===== config.mk =====
export PLATFORM = sky130hd
export DESIGN_NAME = swc_channel_config
export DESIGN_NICKNAME = d
export VERILOG_FILES = /design/src/swc_pkg.sv /design/src/swc_serial_port.sv /design/src/swc_pwm_engine.sv /design/src/swc_channel_config.sv
export SDC_FILE = /design/constraint.sdc
export NUM_CORES = 1
export LEC_CHECK = 0
export BUFFER_PORTS_ARGS = -buffer_cell sky130_fd_sc_hd__buf_2
export CAP_MARGIN = 10
export CORE_UTILIZATION = 50
export DETAILED_ROUTE_END_ITERATION = 7
export PLACE_DENSITY = 0.71
export SETUP_SLACK_MARGIN = 0.15
export SLEW_MARGIN = 20
export SYNTH_ARGS = -nofsm -noshare
export SYNTH_HDL_FRONTEND = slang
export SYNTH_SLANG_ARGS = --single-unit

===== constraint.sdc =====
create_clock -name CLK_SYS -period 1.95 [get_ports CLK_SYS]
set_input_delay 0.0975 -clock CLK_SYS [delete_from_list [all_inputs] [get_ports CLK_SYS]]
set_output_delay 0.0975 -clock CLK_SYS [all_outputs]
set_load 0.02 [all_outputs]

===== src/swc_pkg.sv =====
// shared constants and types of the channel configuration block
package swc_pkg;
	localparam int WORD_W = 16;
	localparam int DATA_W = 9;
	localparam int DUTY_W = 8;
	localparam int NUM_CH = 2;
	// serial word layout
	localparam int BIT_WD = 15;
	localparam int BIT_BANK = 13;
	localparam int ADDR_HI = 12;
	localparam int ADDR_LO = 10;
	localparam int SEL_HI = 2;
	localparam logic [2:0] ADDR_STATUS = 3'h0;
	localparam logic [2:0] ADDR_PWM = 3'h1;
	localparam logic [2:0] ADDR_LOAD_TYPE_INPUT = 3'h2;
	localparam logic [2:0] ADDR_OC = 3'h4;
	localparam logic [2:0] ADDR_GLOBAL = 3'h6;
	localparam logic [8:0] REG_RESET = 9'h000;
	localparam logic NORMAL_MODE = 1'h1;
	// pwm_duty_control fields
	localparam int PWM_ENABLE = 8;
	// channel_configuration fields
	localparam int LOAD_TYPE_INPUT_SHORT_OFF = 8;
	localparam int LOAD_TYPE_INPUT_ONOL_OFF = 7;
	localparam int LOAD_TYPE_INPUT_OFFOL_OFF = 6;
	localparam int LOAD_TYPE_INPUT_DIRECT_OFF = 5;
	localparam int LOAD_TYPE_INPUT_SLEW_HI = 4;
	localparam int LOAD_TYPE_INPUT_SLEW_LO = 3;
	localparam int LOAD_TYPE_INPUT_DELAY_HI = 2;
	// overcurrent_configuration fields
	localparam int OC_RANGE = 8;
	localparam int OC_PRESCALE = 7;
	localparam int OC_INTCLK = 6;
	localparam int OC_SENSE = 5;
	localparam int OC_WIN_FIRST = 4;
	localparam int OC_WIN_SECOND = 3;
	localparam int OC_UPPER = 2;
	localparam int OC_MIDDLE = 1;
	localparam int OC_LOWER = 0;
	// global_configuration start bits, indexed by channel
	localparam int GLB_START0 = 7;
	// lowest threshold levels
	localparam logic [1:0] LOW_THR_L1 = 2'h1;
	localparam logic [1:0] LOW_THR_L2 = 2'h2;
	localparam logic [1:0] LOW_THR_L3 = 2'h3;
	// pwm timing: 256 steps, delay unit in steps
	localparam int PRESCALE_SHORT = 256;
	localparam int PRESCALE_LONG = 512;
	localparam int DELAY_UNIT_LOG2 = 5;

	typedef enum logic {RX_IDLE, RX_SHIFT} swc_rx_state_type;

	typedef struct packed {
		logic		drive_on;
		logic		short_detect_en;
		logic		on_openload_en;
		logic		off_openload_en;
		logic [1:0]	slew_code;
		logic [1:0]	low_thr_level;
		logic		upper_thr_low;
		logic		middle_thr_used;
		logic		middle_thr_low;
		logic		thr_div_three;
		logic		sense_low_ratio;
		logic		sense_allowed;
		logic		motor_profile;
		logic [1:0]	window_code;
	} swc_ch_ctrl_type;
endpackage : swc_pkg


===== src/swc_serial_port.sv =====
// 16-bit serial word receiver with reply shifter
`timescale 1ns/10ps
module swc_serial_port #(
	parameter int WORD_W = swc_pkg::WORD_W
) (
	input  wire logic			clk,
	input  wire logic			rst_n,
	input  wire logic			sclk,
	input  wire logic			csb_n,
	input  wire logic			mosi,
	input  wire logic [WORD_W-1:0]	reply_word,
	output logic			miso,
	output logic			word_strobe,
	output logic			word_reject,
	output logic [WORD_W-1:0]	word_data
);
	localparam int CNT_W = $clog2(WORD_W + 2);
	localparam logic [CNT_W-1:0] FULL = CNT_W'(WORD_W);

	swc_pkg::swc_rx_state_type	state_ff, nxt_state;
	logic				sclk_prev_ff, nxt_sclk_prev;
	logic [WORD_W-1:0]		shift_ff, nxt_shift;
	logic [WORD_W-1:0]		tx_ff, nxt_tx;
	logic [WORD_W-1:0]		data_ff, nxt_data;
	logic [CNT_W-1:0]		count_ff, nxt_count;
	logic				miso_ff, nxt_miso;
	logic				strobe_ff, nxt_strobe;
	logic				reject_ff, nxt_reject;
	logic				rise;
	logic				fall;

	assign rise = sclk & ~sclk_prev_ff;
	assign fall = ~sclk & sclk_prev_ff;

	// frame sequencing: sample on rising sclk, shift reply on falling
	always_comb
	begin
		nxt_state = state_ff;
		nxt_sclk_prev = sclk;
		nxt_shift = shift_ff;
		nxt_tx = tx_ff;
		nxt_data = data_ff;
		nxt_count = count_ff;
		nxt_miso = miso_ff;
		nxt_strobe = 1'b0;
		nxt_reject = 1'b0;
		case (state_ff)
			swc_pkg::RX_IDLE:
			begin
				nxt_miso = 1'b0;
				if (!csb_n)
				begin
					nxt_state = swc_pkg::RX_SHIFT;
					nxt_count = '0;
					nxt_tx = reply_word;
					nxt_miso = reply_word[WORD_W-1];
				end
			end
			swc_pkg::RX_SHIFT:
			begin
				if (csb_n)
				begin
					nxt_state = swc_pkg::RX_IDLE;
					// only an exact-length word with odd parity is taken
					if (count_ff == FULL && ^shift_ff)
					begin
						nxt_strobe = 1'b1;
						nxt_data = shift_ff;
					end
					else
						nxt_reject = 1'b1;
				end
				else
				begin
					if (rise)
					begin
						nxt_shift = {shift_ff[WORD_W-2:0], mosi};
						// saturate one past full so overlong frames stay bad
						if (count_ff <= FULL)
							nxt_count = count_ff + CNT_W'(1);
					end
					if (fall)
					begin
						nxt_tx = {tx_ff[WORD_W-2:0], 1'b0};
						nxt_miso = tx_ff[WORD_W-2];
					end
				end
			end
			default:
				nxt_state = swc_pkg::RX_IDLE;
		endcase
	end

	always_ff @(posedge clk)
	begin
		if (!rst_n)
		begin
			state_ff <= swc_pkg::RX_IDLE;
			sclk_prev_ff <= 1'b0;
			shift_ff <= '0;
			tx_ff <= '0;
			data_ff <= '0;
			count_ff <= '0;
			miso_ff <= 1'b0;
			strobe_ff <= 1'b0;
			reject_ff <= 1'b0;
		end
		else
		begin
			state_ff <= nxt_state;
			sclk_prev_ff <= nxt_sclk_prev;
			shift_ff <= nxt_shift;
			tx_ff <= nxt_tx;
			data_ff <= nxt_data;
			count_ff <= nxt_count;
			miso_ff <= nxt_miso;
			strobe_ff <= nxt_strobe;
			reject_ff <= nxt_reject;
		end
	end

	assign miso = miso_ff;
	assign word_strobe = strobe_ff;
	assign word_reject = reject_ff;
	assign word_data = data_ff;
endmodule : swc_serial_port


===== src/swc_pwm_engine.sv =====
// per-channel pwm counter with prescaler and turn-on delay
`timescale 1ns/10ps
module swc_pwm_engine #(
	parameter int DUTY_W = swc_pkg::DUTY_W
) (
	input  wire logic			clk,
	input  wire logic			rst_n,
	input  wire logic			run,
	input  wire logic			enable,
	input  wire logic [DUTY_W-1:0]	duty,
	input  wire logic [2:0]		delay,
	input  wire logic			use_internal,
	input  wire logic			long_prescale,
	input  wire logic			int_tick,
	input  wire logic			ext_clk,
	output logic			pwm_on
);
	logic			ext_prev_ff, nxt_ext_prev;
	logic			half_ff, nxt_half;
	logic [DUTY_W-1:0]	phase_ff, nxt_phase;
	logic			on_ff, nxt_on;
	logic			ext_rise;
	logic			step;
	logic [DUTY_W-1:0]	offset;

	assign ext_rise = ext_clk & ~ext_prev_ff;
	// 256 steps per period: /256 takes every ext rise, /512 every second
	assign step = use_internal ? int_tick :
		(ext_rise & (~long_prescale | half_ff));
	// delay shifts the switch-on point by whole delay units
	assign offset = phase_ff - DUTY_W'({delay, {swc_pkg::DELAY_UNIT_LOG2{1'b0}}});

	// counter held at zero until started, so the start edge is a known instant
	always_comb
	begin
		nxt_ext_prev = ext_clk;
		nxt_half = half_ff;
		nxt_phase = phase_ff;
		if (!run)
		begin
			nxt_half = 1'b0;
			nxt_phase = '0;
		end
		else
		begin
			if (ext_rise)
				nxt_half = ~half_ff;
			if (step)
				nxt_phase = phase_ff + DUTY_W'(1);
		end
		// same compare for either clock source
		nxt_on = run & enable & (offset < duty);
	end

	always_ff @(posedge clk)
	begin
		if (!rst_n)
		begin
			ext_prev_ff <= 1'b0;
			half_ff <= 1'b0;
			phase_ff <= '0;
			on_ff <= 1'b0;
		end
		else
		begin
			ext_prev_ff <= nxt_ext_prev;
			half_ff <= nxt_half;
			phase_ff <= nxt_phase;
			on_ff <= nxt_on;
		end
	end

	assign pwm_on = on_ff;
endmodule : swc_pwm_engine


===== src/swc_channel_config.sv =====
// dual-channel configuration register bank behind the serial port
// Notes on behaviour
// - pwm drives the channel only when pwm_duty_control bit 8 is set.
// - duty comes from pwm_duty_control bits 7:0, 256 levels.
// - duty applies with internal or external pwm clock alike.
// - controller sets start bit; pwm begins at that instant.
// - bank bit 13 routes writes to channel 0 or channel 1.
// - configuration bit 8 set disables short-to-supply detection.
// - configuration bit 7 set disables on-state open-load detection.
// - configuration bit 6 set disables off-state open-load detection.
// - bit 5 clear lets direct input drive; set means pwm only.
// - bits 4:3 pick slew rate, same for both edges.
// - bits 2:0 delay turn-on in units of 32 pwm clock periods.
// - overcurrent bits 8 and 0 pick lowest threshold level 1, 2 or 3.
// - no current sensing while an overcurrent window is active.
// - overcurrent bit 7 picks external divide by 512, else 256.
// - overcurrent bit 6 set selects the internal oscillator.
// - overcurrent bit 5 set selects low-current sense ratio.
// - low-current ratio lowers all thresholds by a factor three.
// - lighting uses three thresholds, motor uses high and low only.
// - bits 4:3 time windows: two in lighting, one of four in motor.
// - bit 2 picks upper threshold, clear is the higher value.
// - bit 1 picks middle threshold, ignored in motor profile.
// - all fields clear on reset or logic-supply failure.
// - global bits 8 and 7 start channel 1 and channel 0.
`timescale 1ns/10ps
module swc_channel_config #(
	parameter int NUM_CH = swc_pkg::NUM_CH
) (
	input  wire logic			CLK_SYS,
	input  wire logic			RESETN,
	input  wire logic			LOGIC_SUPPLY_FAIL,
	input  wire logic			SCLK,
	input  wire logic			CSB_N,
	input  wire logic			SI,
	output logic			SO,
	input  wire logic			EXT_CLK,
	input  wire logic [NUM_CH-1:0]	INT_OSC_TICK,
	input  wire logic [NUM_CH-1:0]	DIRECT_IN,
	input  wire logic [NUM_CH-1:0]	LOAD_TYPE_IN,
	input  wire logic [NUM_CH-1:0]	OC_WINDOW_ACTIVE,
	output logic [NUM_CH-1:0]		CH_ON,
	output swc_pkg::swc_ch_ctrl_type	CH0_CTRL,
	output swc_pkg::swc_ch_ctrl_type	CH1_CTRL
);
	localparam int W = swc_pkg::WORD_W;
	localparam int D = swc_pkg::DATA_W;

	logic				clear_all;
	logic				word_strobe;
	logic				word_reject;
	logic [W-1:0]			word_data;
	logic [W-1:0]			reply_word;
	logic				wr_bank;
	logic [2:0]			wr_addr;
	logic [D-1:0]			wr_value;

	logic [D-1:0]			pwm_ff [NUM_CH];
	logic [D-1:0]			nxt_pwm [NUM_CH];
	logic [D-1:0]			load_type_input_ff [NUM_CH];
	logic [D-1:0]			nxt_load_type_input [NUM_CH];
	logic [D-1:0]			oc_ff [NUM_CH];
	logic [D-1:0]			nxt_oc [NUM_CH];
	logic [D-1:0]			glb_ff, nxt_glb;
	logic [3:0]			sel_ff, nxt_sel;
	logic				wd_ff, nxt_wd;
	logic				pfault_ff, nxt_pfault;
	logic [D-1:0]			read_value;
	logic [NUM_CH-1:0]		pwm_on;
	swc_pkg::swc_ch_ctrl_type	ch_ctrl [NUM_CH];

	// supply failure wipes the bank like a reset does
	assign clear_all = ~RESETN | LOGIC_SUPPLY_FAIL;

	// serial port: words arrive whole or not at all
	swc_serial_port #(
		.WORD_W		(W)
	) u_port (
		.clk		(CLK_SYS),
		.rst_n		(RESETN),
		.sclk		(SCLK),
		.csb_n		(CSB_N),
		.mosi		(SI),
		.reply_word	(reply_word),
		.miso		(SO),
		.word_strobe	(word_strobe),
		.word_reject	(word_reject),
		.word_data	(word_data)
	);

	// address fields of the received word
	assign wr_bank = word_data[swc_pkg::BIT_BANK];
	assign wr_addr = word_data[swc_pkg::ADDR_HI:swc_pkg::ADDR_LO];
	assign wr_value = word_data[D-1:0];

	// register bank writes; only a validated word touches them
	always_comb
	begin
		nxt_glb = glb_ff;
		nxt_sel = sel_ff;
		nxt_wd = wd_ff;
		nxt_pfault = pfault_ff;
		for (int c = 0; c < NUM_CH; c++)
		begin
			nxt_pwm[c] = pwm_ff[c];
			nxt_load_type_input[c] = load_type_input_ff[c];
			nxt_oc[c] = oc_ff[c];
		end
		if (word_reject)
			nxt_pfault = 1'b1; // old selection is kept for readback
		if (word_strobe)
		begin
			nxt_wd = word_data[swc_pkg::BIT_WD];
			nxt_pfault = 1'b0;
			case (wr_addr)
				swc_pkg::ADDR_STATUS:
					nxt_sel = {wr_bank, word_data[swc_pkg::SEL_HI:0]};
				swc_pkg::ADDR_PWM:
					nxt_pwm[wr_bank] = wr_value;
				swc_pkg::ADDR_LOAD_TYPE_INPUT:
					nxt_load_type_input[wr_bank] = wr_value;
				swc_pkg::ADDR_OC:
					nxt_oc[wr_bank] = wr_value;
				swc_pkg::ADDR_GLOBAL:
				begin
					// global register exists in bank 0 only
					if (!wr_bank)
						nxt_glb = wr_value;
				end
				default:
					nxt_glb = glb_ff;
			endcase
		end
	end

	always_ff @(posedge CLK_SYS)
	begin
		if (clear_all)
		begin
			glb_ff <= swc_pkg::REG_RESET;
			sel_ff <= '0;
			wd_ff <= 1'b0;
			pfault_ff <= 1'b0;
			for (int c = 0; c < NUM_CH; c++)
			begin
				pwm_ff[c] <= swc_pkg::REG_RESET;
				load_type_input_ff[c] <= swc_pkg::REG_RESET;
				oc_ff[c] <= swc_pkg::REG_RESET;
			end
		end
		else
		begin
			glb_ff <= nxt_glb;
			sel_ff <= nxt_sel;
			wd_ff <= nxt_wd;
			pfault_ff <= nxt_pfault;
			for (int c = 0; c < NUM_CH; c++)
			begin
				pwm_ff[c] <= nxt_pwm[c];
				load_type_input_ff[c] <= nxt_load_type_input[c];
				oc_ff[c] <= nxt_oc[c];
			end
		end
	end

	// readback of the register picked by the last status word
	always_comb
	begin
		case (sel_ff[2:0])
			swc_pkg::ADDR_PWM:
				read_value = pwm_ff[sel_ff[3]];
			swc_pkg::ADDR_LOAD_TYPE_INPUT:
				read_value = load_type_input_ff[sel_ff[3]];
			swc_pkg::ADDR_OC:
				read_value = oc_ff[sel_ff[3]];
			swc_pkg::ADDR_GLOBAL:
				read_value = glb_ff;
			default:
				read_value = '0;
		endcase
	end

	// reply frame: watchdog echo, parity fault, selection, mode, data
	assign reply_word = {wd_ff, pfault_ff, sel_ff, swc_pkg::NORMAL_MODE, read_value};

	// per-channel pwm and control decode
	for (genvar i = 0; i < NUM_CH; i++)
	begin : g_ch
		logic [D-1:0]			p;
		logic [D-1:0]			c;
		logic [D-1:0]			o;
		logic				motor;
		swc_pkg::swc_ch_ctrl_type	ctrl_ff;
		swc_pkg::swc_ch_ctrl_type	nxt_ctrl;

		assign p = pwm_ff[i];
		assign c = load_type_input_ff[i];
		assign o = oc_ff[i];
		assign motor = LOAD_TYPE_IN[i];

		swc_pwm_engine #(
			.DUTY_W		(swc_pkg::DUTY_W)
		) u_pwm (
			.clk		(CLK_SYS),
			.rst_n		(~clear_all),
			.run		(glb_ff[swc_pkg::GLB_START0 + i]),
			.enable		(p[swc_pkg::PWM_ENABLE]),
			.duty		(p[swc_pkg::DUTY_W-1:0]),
			.delay		(c[swc_pkg::LOAD_TYPE_INPUT_DELAY_HI:0]),
			.use_internal	(o[swc_pkg::OC_INTCLK]),
			.long_prescale	(o[swc_pkg::OC_PRESCALE]),
			.int_tick	(INT_OSC_TICK[i]),
			.ext_clk	(EXT_CLK),
			.pwm_on		(pwm_on[i])
		);

		// decoded controls are registered so the analog side sees clean levels
		always_comb
		begin
			nxt_ctrl = '0;
			// direct input adds to pwm unless direct control is off
			nxt_ctrl.drive_on = pwm_on[i] |
				(DIRECT_IN[i] & ~c[swc_pkg::LOAD_TYPE_INPUT_DIRECT_OFF]);
			nxt_ctrl.short_detect_en = ~c[swc_pkg::LOAD_TYPE_INPUT_SHORT_OFF];
			nxt_ctrl.on_openload_en = ~c[swc_pkg::LOAD_TYPE_INPUT_ONOL_OFF];
			nxt_ctrl.off_openload_en = ~c[swc_pkg::LOAD_TYPE_INPUT_OFFOL_OFF];
			nxt_ctrl.slew_code = c[swc_pkg::LOAD_TYPE_INPUT_SLEW_HI:swc_pkg::LOAD_TYPE_INPUT_SLEW_LO];
			// range bit clear forces level 1 whatever the lower bit says
			if (!o[swc_pkg::OC_RANGE])
				nxt_ctrl.low_thr_level = swc_pkg::LOW_THR_L1;
			else if (o[swc_pkg::OC_LOWER])
				nxt_ctrl.low_thr_level = swc_pkg::LOW_THR_L3;
			else
				nxt_ctrl.low_thr_level = swc_pkg::LOW_THR_L2;
			nxt_ctrl.upper_thr_low = o[swc_pkg::OC_UPPER];
			nxt_ctrl.middle_thr_used = ~motor;
			nxt_ctrl.middle_thr_low = ~motor & o[swc_pkg::OC_MIDDLE];
			nxt_ctrl.sense_low_ratio = o[swc_pkg::OC_SENSE];
			nxt_ctrl.thr_div_three = o[swc_pkg::OC_SENSE];
			nxt_ctrl.sense_allowed = ~OC_WINDOW_ACTIVE[i];
			nxt_ctrl.motor_profile = motor;
			// lighting: bit 4 first window, bit 3 second; motor: 2-bit code
			nxt_ctrl.window_code = {o[swc_pkg::OC_WIN_FIRST],
				o[swc_pkg::OC_WIN_SECOND]};
		end

		always_ff @(posedge CLK_SYS)
		begin
			if (clear_all)
				ctrl_ff <= '0;
			else
				ctrl_ff <= nxt_ctrl;
		end

		assign ch_ctrl[i] = ctrl_ff;
		assign CH_ON[i] = ctrl_ff.drive_on;
	end

	assign CH0_CTRL = ch_ctrl[0];
	assign CH1_CTRL = ch_ctrl[1];
endmodule : swc_channel_config


### Yosys cells after proc, flatten, opt, wreduce, memory -nomap -nowiden

Memory sizes are Yosys's and may differ from the RTL's. A register that Yosys moved wholly into a read port is not among the register bits.
Index checks and enable logic that the tools add are counted.

| word-level totals | value |
|---|---|
| bits in latches | 0 |
| ROM bits | 0 |
| bits of input ports | 15 |
| RAM bits | 54 |
| output and inout bits | 37 |
| register bits | 125 |
| memories | 3 |

| cells by class | value |
|---|---|
| muxes and demuxes | 49 |
| magnitude comparators | 5 |
| div/mod/pow operators | 0 |
| multiply operators | 0 |
| add/sub/neg operators | 5 |
| bitwise logic cells | 52 |
| shift-type cells | 0 |
| reductions and logical operators | 17 |
| eq/ne operators | 14 |

Memory list:

| memory | depth | width | rd ports | clocked after Yosys merged registers in | write ports | line | RTL |
|---|---|---|---|---|---|---|---|
| load_type_input_ff | 2 | 9 | 3 | 1 | 2 | swc_channel_config.sv:60 | `logic [D-1:0] load_type_input_ff [NUM_CH];` |
| oc_ff | 2 | 9 | 3 | 1 | 2 | swc_channel_config.sv:62 | `logic [D-1:0] oc_ff [NUM_CH];` |
| pwm_ff | 2 | 9 | 3 | 1 | 2 | swc_channel_config.sv:58 | `logic [D-1:0] pwm_ff [NUM_CH];` |

Operators with widths:

| kind | count |
|---|---|
| two-way mux 18 bit | 6 |
| two-way mux 9 bit | 7 |
| bitwise mux 18 bit | 3 |
| two-way mux 15 bit | 3 |
| case mux 9 bit (4 select lines) | 1 |
| case mux 15 bit (2 select lines) | 1 |
| NOT 1 bit | 27 |
| two-way mux 1 bit | 21 |
| two-way mux 5 bit | 4 |
| adder 8 x 1 -> 8 bit, second input constant | 2 |
| < comparator 8 bit | 2 |
| XOR reduction 16 bit | 1 |
| subtractor 8 bit | 2 |
| AND reduction 3 bit | 5 |
| bitwise AND 1 bit | 13 |
| == test 3 bit, second input constant | 4 |
| bitwise OR 1 bit | 11 |
| != test 2 bit, second input constant | 5 |
| case mux 5 bit (2 select lines) | 1 |
| OR reduction 2 bit | 5 |
| demux 9 bit (select 1 bit) | 1 |
| == test 3 x 1 -> 1 bit, second input constant | 2 |
| == test 3 x 2 -> 1 bit, second input constant | 2 |
| adder 5 x 1 -> 5 bit, second input constant | 1 |
| 10 further kinds | 12 |

### Logic depth before layout (Yosys ltp)

| logic depth | value |
|---|---|
| depth in word-level cells | 9 |
| depth in mapped cells | 10 |
| mapped depth without buffers | 10 |

### Hierarchy

From an unflattened synthesis, not the netlist that was laid out.

| unflattened totals | value |
|---|---|
| cell total of the unflattened synthesis | 836 |
| area total of the unflattened synthesis | 7907.6 µm² |

Modules (own cells, without submodules):

| module | cells each | instances | area each (µm²) | seq. area each (µm²) |
|---|---|---|---|---|
| swc_channel_config | 390 | 1 | 4028.9 | 2042.0 |
| swc_serial_port | 278 | 1 | 2427.3 | 1141.1 |
| swc_pwm_engine | 84 | 2 | 725.7 | 220.2 |

### Worst setup path before layout

No wires, ideal clock.

| timing path | value |
|---|---|
| path type | reg2reg |
| start | reg g_ch[0].u_pwm.phase_ff[5] |
| end | reg g_ch[0].u_pwm.on_ff |
| required time | 1892 ps |
| stages on the path, launching flop included | 11 |
| slack | -74 ps |
| arrival | 1966 ps |
| cells stage by stage | dfxtp_1 -> inv_1 -> ha_1 -> inv_1 -> fa_1 -> xor2_1 -> xnor2_1 -> ha_1 -> nor2b_1 -> nor4b_1 -> o21a_1 |

| between the ends | value |
|---|---|
| word-level cells in the longest chain between the ends | 3 |

RTL lines:

| element | line | RTL |
|---|---|---|
| start, declared | swc_pwm_engine.sv:20 | `logic [DUTY_W-1:0] phase_ff, nxt_phase;` |
| start signal, assigned | swc_pwm_engine.sv:68 | `phase_ff <= nxt_phase;` |
| subtractor 8 bit | swc_pwm_engine.sv:31 | `assign offset = phase_ff - DUTY_W'({delay, {swc_pkg::DELAY_UNIT_LOG2{1'b0}}});` |
| < comparator 8 bit | swc_pwm_engine.sv:52 | `nxt_on = run & enable & (offset < duty);` |
| bitwise AND 1 bit | swc_pwm_engine.sv:52 |  |
| end signal, assigned | swc_pwm_engine.sv:69 | `on_ff <= nxt_on;` |
| end, declared | swc_pwm_engine.sv:21 | `logic on_ff, nxt_on;` |

Every way passes these cells.
A chain may end at the register's enable or synchronous reset.

### Final worst setup path

Ends and elaborated chain as after synthesis.

==> impl_metrics.py <==
metrics = {
    "detailed_routing": {
        "firstDrtPassIters": 8,
        "avgRoutedWirePerCell_um": 15.80,
        "ant_nets": 0,
        "wirelength_mm": 17.41,
        "drt_iter0_markers": 406,
        "drc": 16,
        "dr_total_vias": 5952,
        "via_per_inst": 5.401,
    },
    "sta": {
        "min_period_ps": 2039,
        "rsz0062_at_grt": "true",
        "skew_ps": 8.064,
        "fin_ws_ps": -89.03,
        "timing.fmax_mhz": 490.4,
        "setup_violations": 2,
        "final-max-slew-violation-count": 0,
        "tightest_slew_ps": 564.0,
        "finalHoldViolations": 0,
        "period_share": 1.046,
        "slew_headroom": 0.6240,
    },
    "global_routing": {
        "use_met1": 0.2952,
        "gr-max-usage-layer": "met2",
        "grt_pass1_vias": 5581,
        "use_met2": 0.3881,
        "antenna_found_initial": 0,
        "grt_max_degree": 35,
        "grt_use_met3": 0.03979,
        "grt-ovfl-total": 0,
        "grt_usage": 0.2323,
        "grt_pass1_wl_mm": 28.37,
    },
    "layout": {
        "syn_to_final_growth_pct": 21.82,
        "final_cell_area_um2": 9240,
        "layout_commonest_cell": "dfxtp_1",
        "drive_gt1_frac": 0.2048,
        "fin_nets": 943,
        "final_cell_mix": "163 x dfxtp_1, 138 x nor2_1, 97 x mux2i_1",
        "fillCellCount": 1193,
        "instances_no_fill": 1102,
        "antenna_cells": 0,
    },
    "placement": {
        "placed_area_um2": 8217,
        "dp_hpwl_mm": 11.84,
        "dp.cells": 1048,
        "port_buffers": 51,
        "globalplace.congestion": 0.8633,
    },
    "synthesis": {
        "synth_area_leader_cell": "dfxtp_1",
        "synth_top_area_frac": 0.4698,
        "synth_ff_type": "dfxtp_1",
        "syn_nets": 865,
        "seq_area_frac_synth": 0.4698,
        "syn_avg_cell_area_um2": 9.160,
        "ys_seq_elements": 178,
        "synthTopCellsByArea": "dfxtp_1 47%, mux2i_1 13%, nor2_1 6.8%",
        "synth_edf_count": 0,
        "async_flop_share": 0,
        "netlist_instances": 828,
        "synth_cell_types": 46,
        "yosysWarnings": 0,
        "netlist_area_um2": 7585,
    },
    "floorplan": {
        "io_pins": 52,
        "die_y_um": 125.2,
        "start_util": 0.5179,
        "rows": 44,
        "dieWidth_um": 125.2,
        "core_um2": 14640,
        "dieArea_um2": 15670,
    },
    "power": {
        "power_mw": 7.567,
        "leakagePower_nw": 3.659,
        "ir_drop_v": 0.0006406,
        "p_per_area_nw_per_um2": 818.9,
    },
    "cts": {
        "numCtsBuffers": 17,
        "h-tree-depth": 4,
        "cts-root-buf": "clkbuf_16",
        "clk_latency_ps": 440,
        "cts_buffer_depth": 2,
        "cts_tree": "built",
        "cts_num_sinks": 178,
        "clk_pin_slew_worst_paths_ps": 60,
    },
    "run_status": {
        "status": "finished with violations",
        "violations": "design-rule violations, negative setup slack",
    },
    "critical_path": {
        "crit_path_frequent_cell": "ha_1",
        "critical_path_class": "flop to flop",
        "required_ps": 2330,
        "worstPathCellList": "inv_2 -> ha_1 -> inv_1 -> fa_2 -> xor2_1 -> xnor2_1 -> ha_1 -> nor2b_1 -> nor4b_2 -> o21a_1",
        "crit_path_end_kind": "flop",
        "cp_data_arrival_time_ps": 2420,
        "slowest_stage": "fa_2",
        "slowest_delay_ps": 330,
        "startpoint_type": "flop",
        "rrSetupSlack_ps": -90,
        "crit_path_max_fanout": 2,
    },
    "flow_run": {
        "maxCapViolations": 0,
    },
    "worst_hold_path": {
        "hold_path.class": "input port to flop",
    },
}
[power by group]
group          switching, mW  internal [mW]
clock                   1.44           2.17
combinational          0.156          0.100
sequential            0.0209           3.67
[through the flow]
step / TNS [ps] / util / hold slack (ps) / setup slack (ps)
finish: -109.0 / 0.6310 / 109.1 / -89.03
global route: -565.7 / 0.6310 / 125.6 / -241.7
CTS: -169.5 / 0.6201 / 110.7 / -119.4
detailed placement: -279.3 / 0.5611 / 256.5 / -152.5
global placement: -166.7 / 0.5611 / 255.8 / -88.81
floorplan: -85.53 / - / 169.9 / -46.86
[registers in the layout (all words and copies together) (netlist names), named ones only]
name / flops
CH0_CTRL: 16
CH1_CTRL: 16
g_ch.u_pwm.ext_prev_ff: 1
g_ch.u_pwm.half_ff: 2
g_ch.u_pwm.phase_ff: 16
g_ch.u_pwm.pwm_on: 2
glb_ff: 9
load_type_input_ff: 18
oc_ff: 18
pfault_ff: 1
pwm_ff: 18
sel_ff: 4
u_port.count_ff: 5
u_port.miso: 1
u_port.sclk_prev_ff: 1
u_port.shift_ff: 16
u_port.state_ff: 1
u_port.tx_ff: 15
u_port.word_data: 14
u_port.word_reject: 1
u_port.word_strobe: 1
wd_ff: 1
[repair_timing]
action	CTS	global route
gates resized for setup	23	31
hold endpoints to repair	14	0
pin swaps	9	9
hold buffers	10	0
cloned	1	0
setup endpoints to repair	24	24
buffers inserted	6	6
[worst max-delay path, delay by kind of cell, from the launching register on]
family	cells	cell delay (ps)
adder cells (fa/ha/maj)	3	740
AND/OR/NAND/NOR	2	390
flip-flops	1	320
XOR/XNOR	2	280
AO/OA/AOI/OAI	1	150
buffers and inverters	2	100
[synthesized netlist by cell type, types with 4 or more instances]
| master | count |
|---|---|
| dfxtp_1 | 178 |
| nor2_1 | 138 |
| mux2i_1 | 98 |
| nand2_1 | 78 |
| clkbuf_1 | 45 |
| a21oi_1 | 35 |
| inv_1 | 30 |
| xnor2_1 | 24 |
| and2_1 | 23 |
| ha_1 | 20 |
| a211oi_1 | 14 |
| xor2_1 | 14 |
| a22oi_1 | 13 |
| nor2b_1 | 13 |
| nor3_1 | 12 |
| nand2b_1 | 11 |
| nand3_1 | 10 |
| a21o_1 | 6 |
| a221oi_1 | 5 |
| nand4_1 | 5 |
| a2111oi_0 | 4 |
| a2bb2oi_1 | 4 |
| buf_2 | 4 |
| buf_4 | 4 |
| nor3b_1 | 4 |
[layer usage]
layer	vias up	routed length, um
li1	2949	-
met1	2814	7963
met2	155	8253
met3	34	726
met4	0	469
met5	-	0
[worst paths after layout]
path / from / end / cells after the start
worst max-delay path: g_ch[0].u_pwm.phase_ff[5]$_SDFFE_PP0P_ / g_ch[0].u_pwm.pwm_on$_SDFF_PP0_ / 10
worst min-delay path: LOGIC_SUPPLY_FAIL / g_ch[0].u_pwm.ext_prev_ff$_SDFF_PP0_ / 3
worst max register to register: g_ch[0].u_pwm.phase_ff[5]$_SDFFE_PP0P_ / g_ch[0].u_pwm.pwm_on$_SDFF_PP0_ / 10
worst min register to register: load_type_input_ff[0][6]$_SDFFE_PP0P_ / CH0_CTRL[13]$_SDFF_PP0_ / 1
[cells by family (layout without fill, tap and decap cells)]
group           after synthesis  count (layout)  synth area share
flops                       178             178            0.4698
simple gates                305             305            0.1803
buf+inv                      88             178           0.04767
compound gates               98              98           0.08924
fa+ha+maj                    22              22           0.03827
mux                          99              99            0.1308
xor+xnor                     38              38           0.04388
[cell type report]
cell class / instances / area [um2] / share of cell area
multi-input cells: 562 / 3819 / 0.4133
well taps: 184 / 230.2 / 0.02492
clock inverters: 13 / 183.9 / 0.01991
flip-flops and latches: 178 / 3590 / 0.3885
repair buffers: 116 / 862.1 / 0.09330
clock buffers: 18 / 439.2 / 0.04753
inverters: 31 / 116.4 / 0.01259
Power figures use the tool's default switching activity.
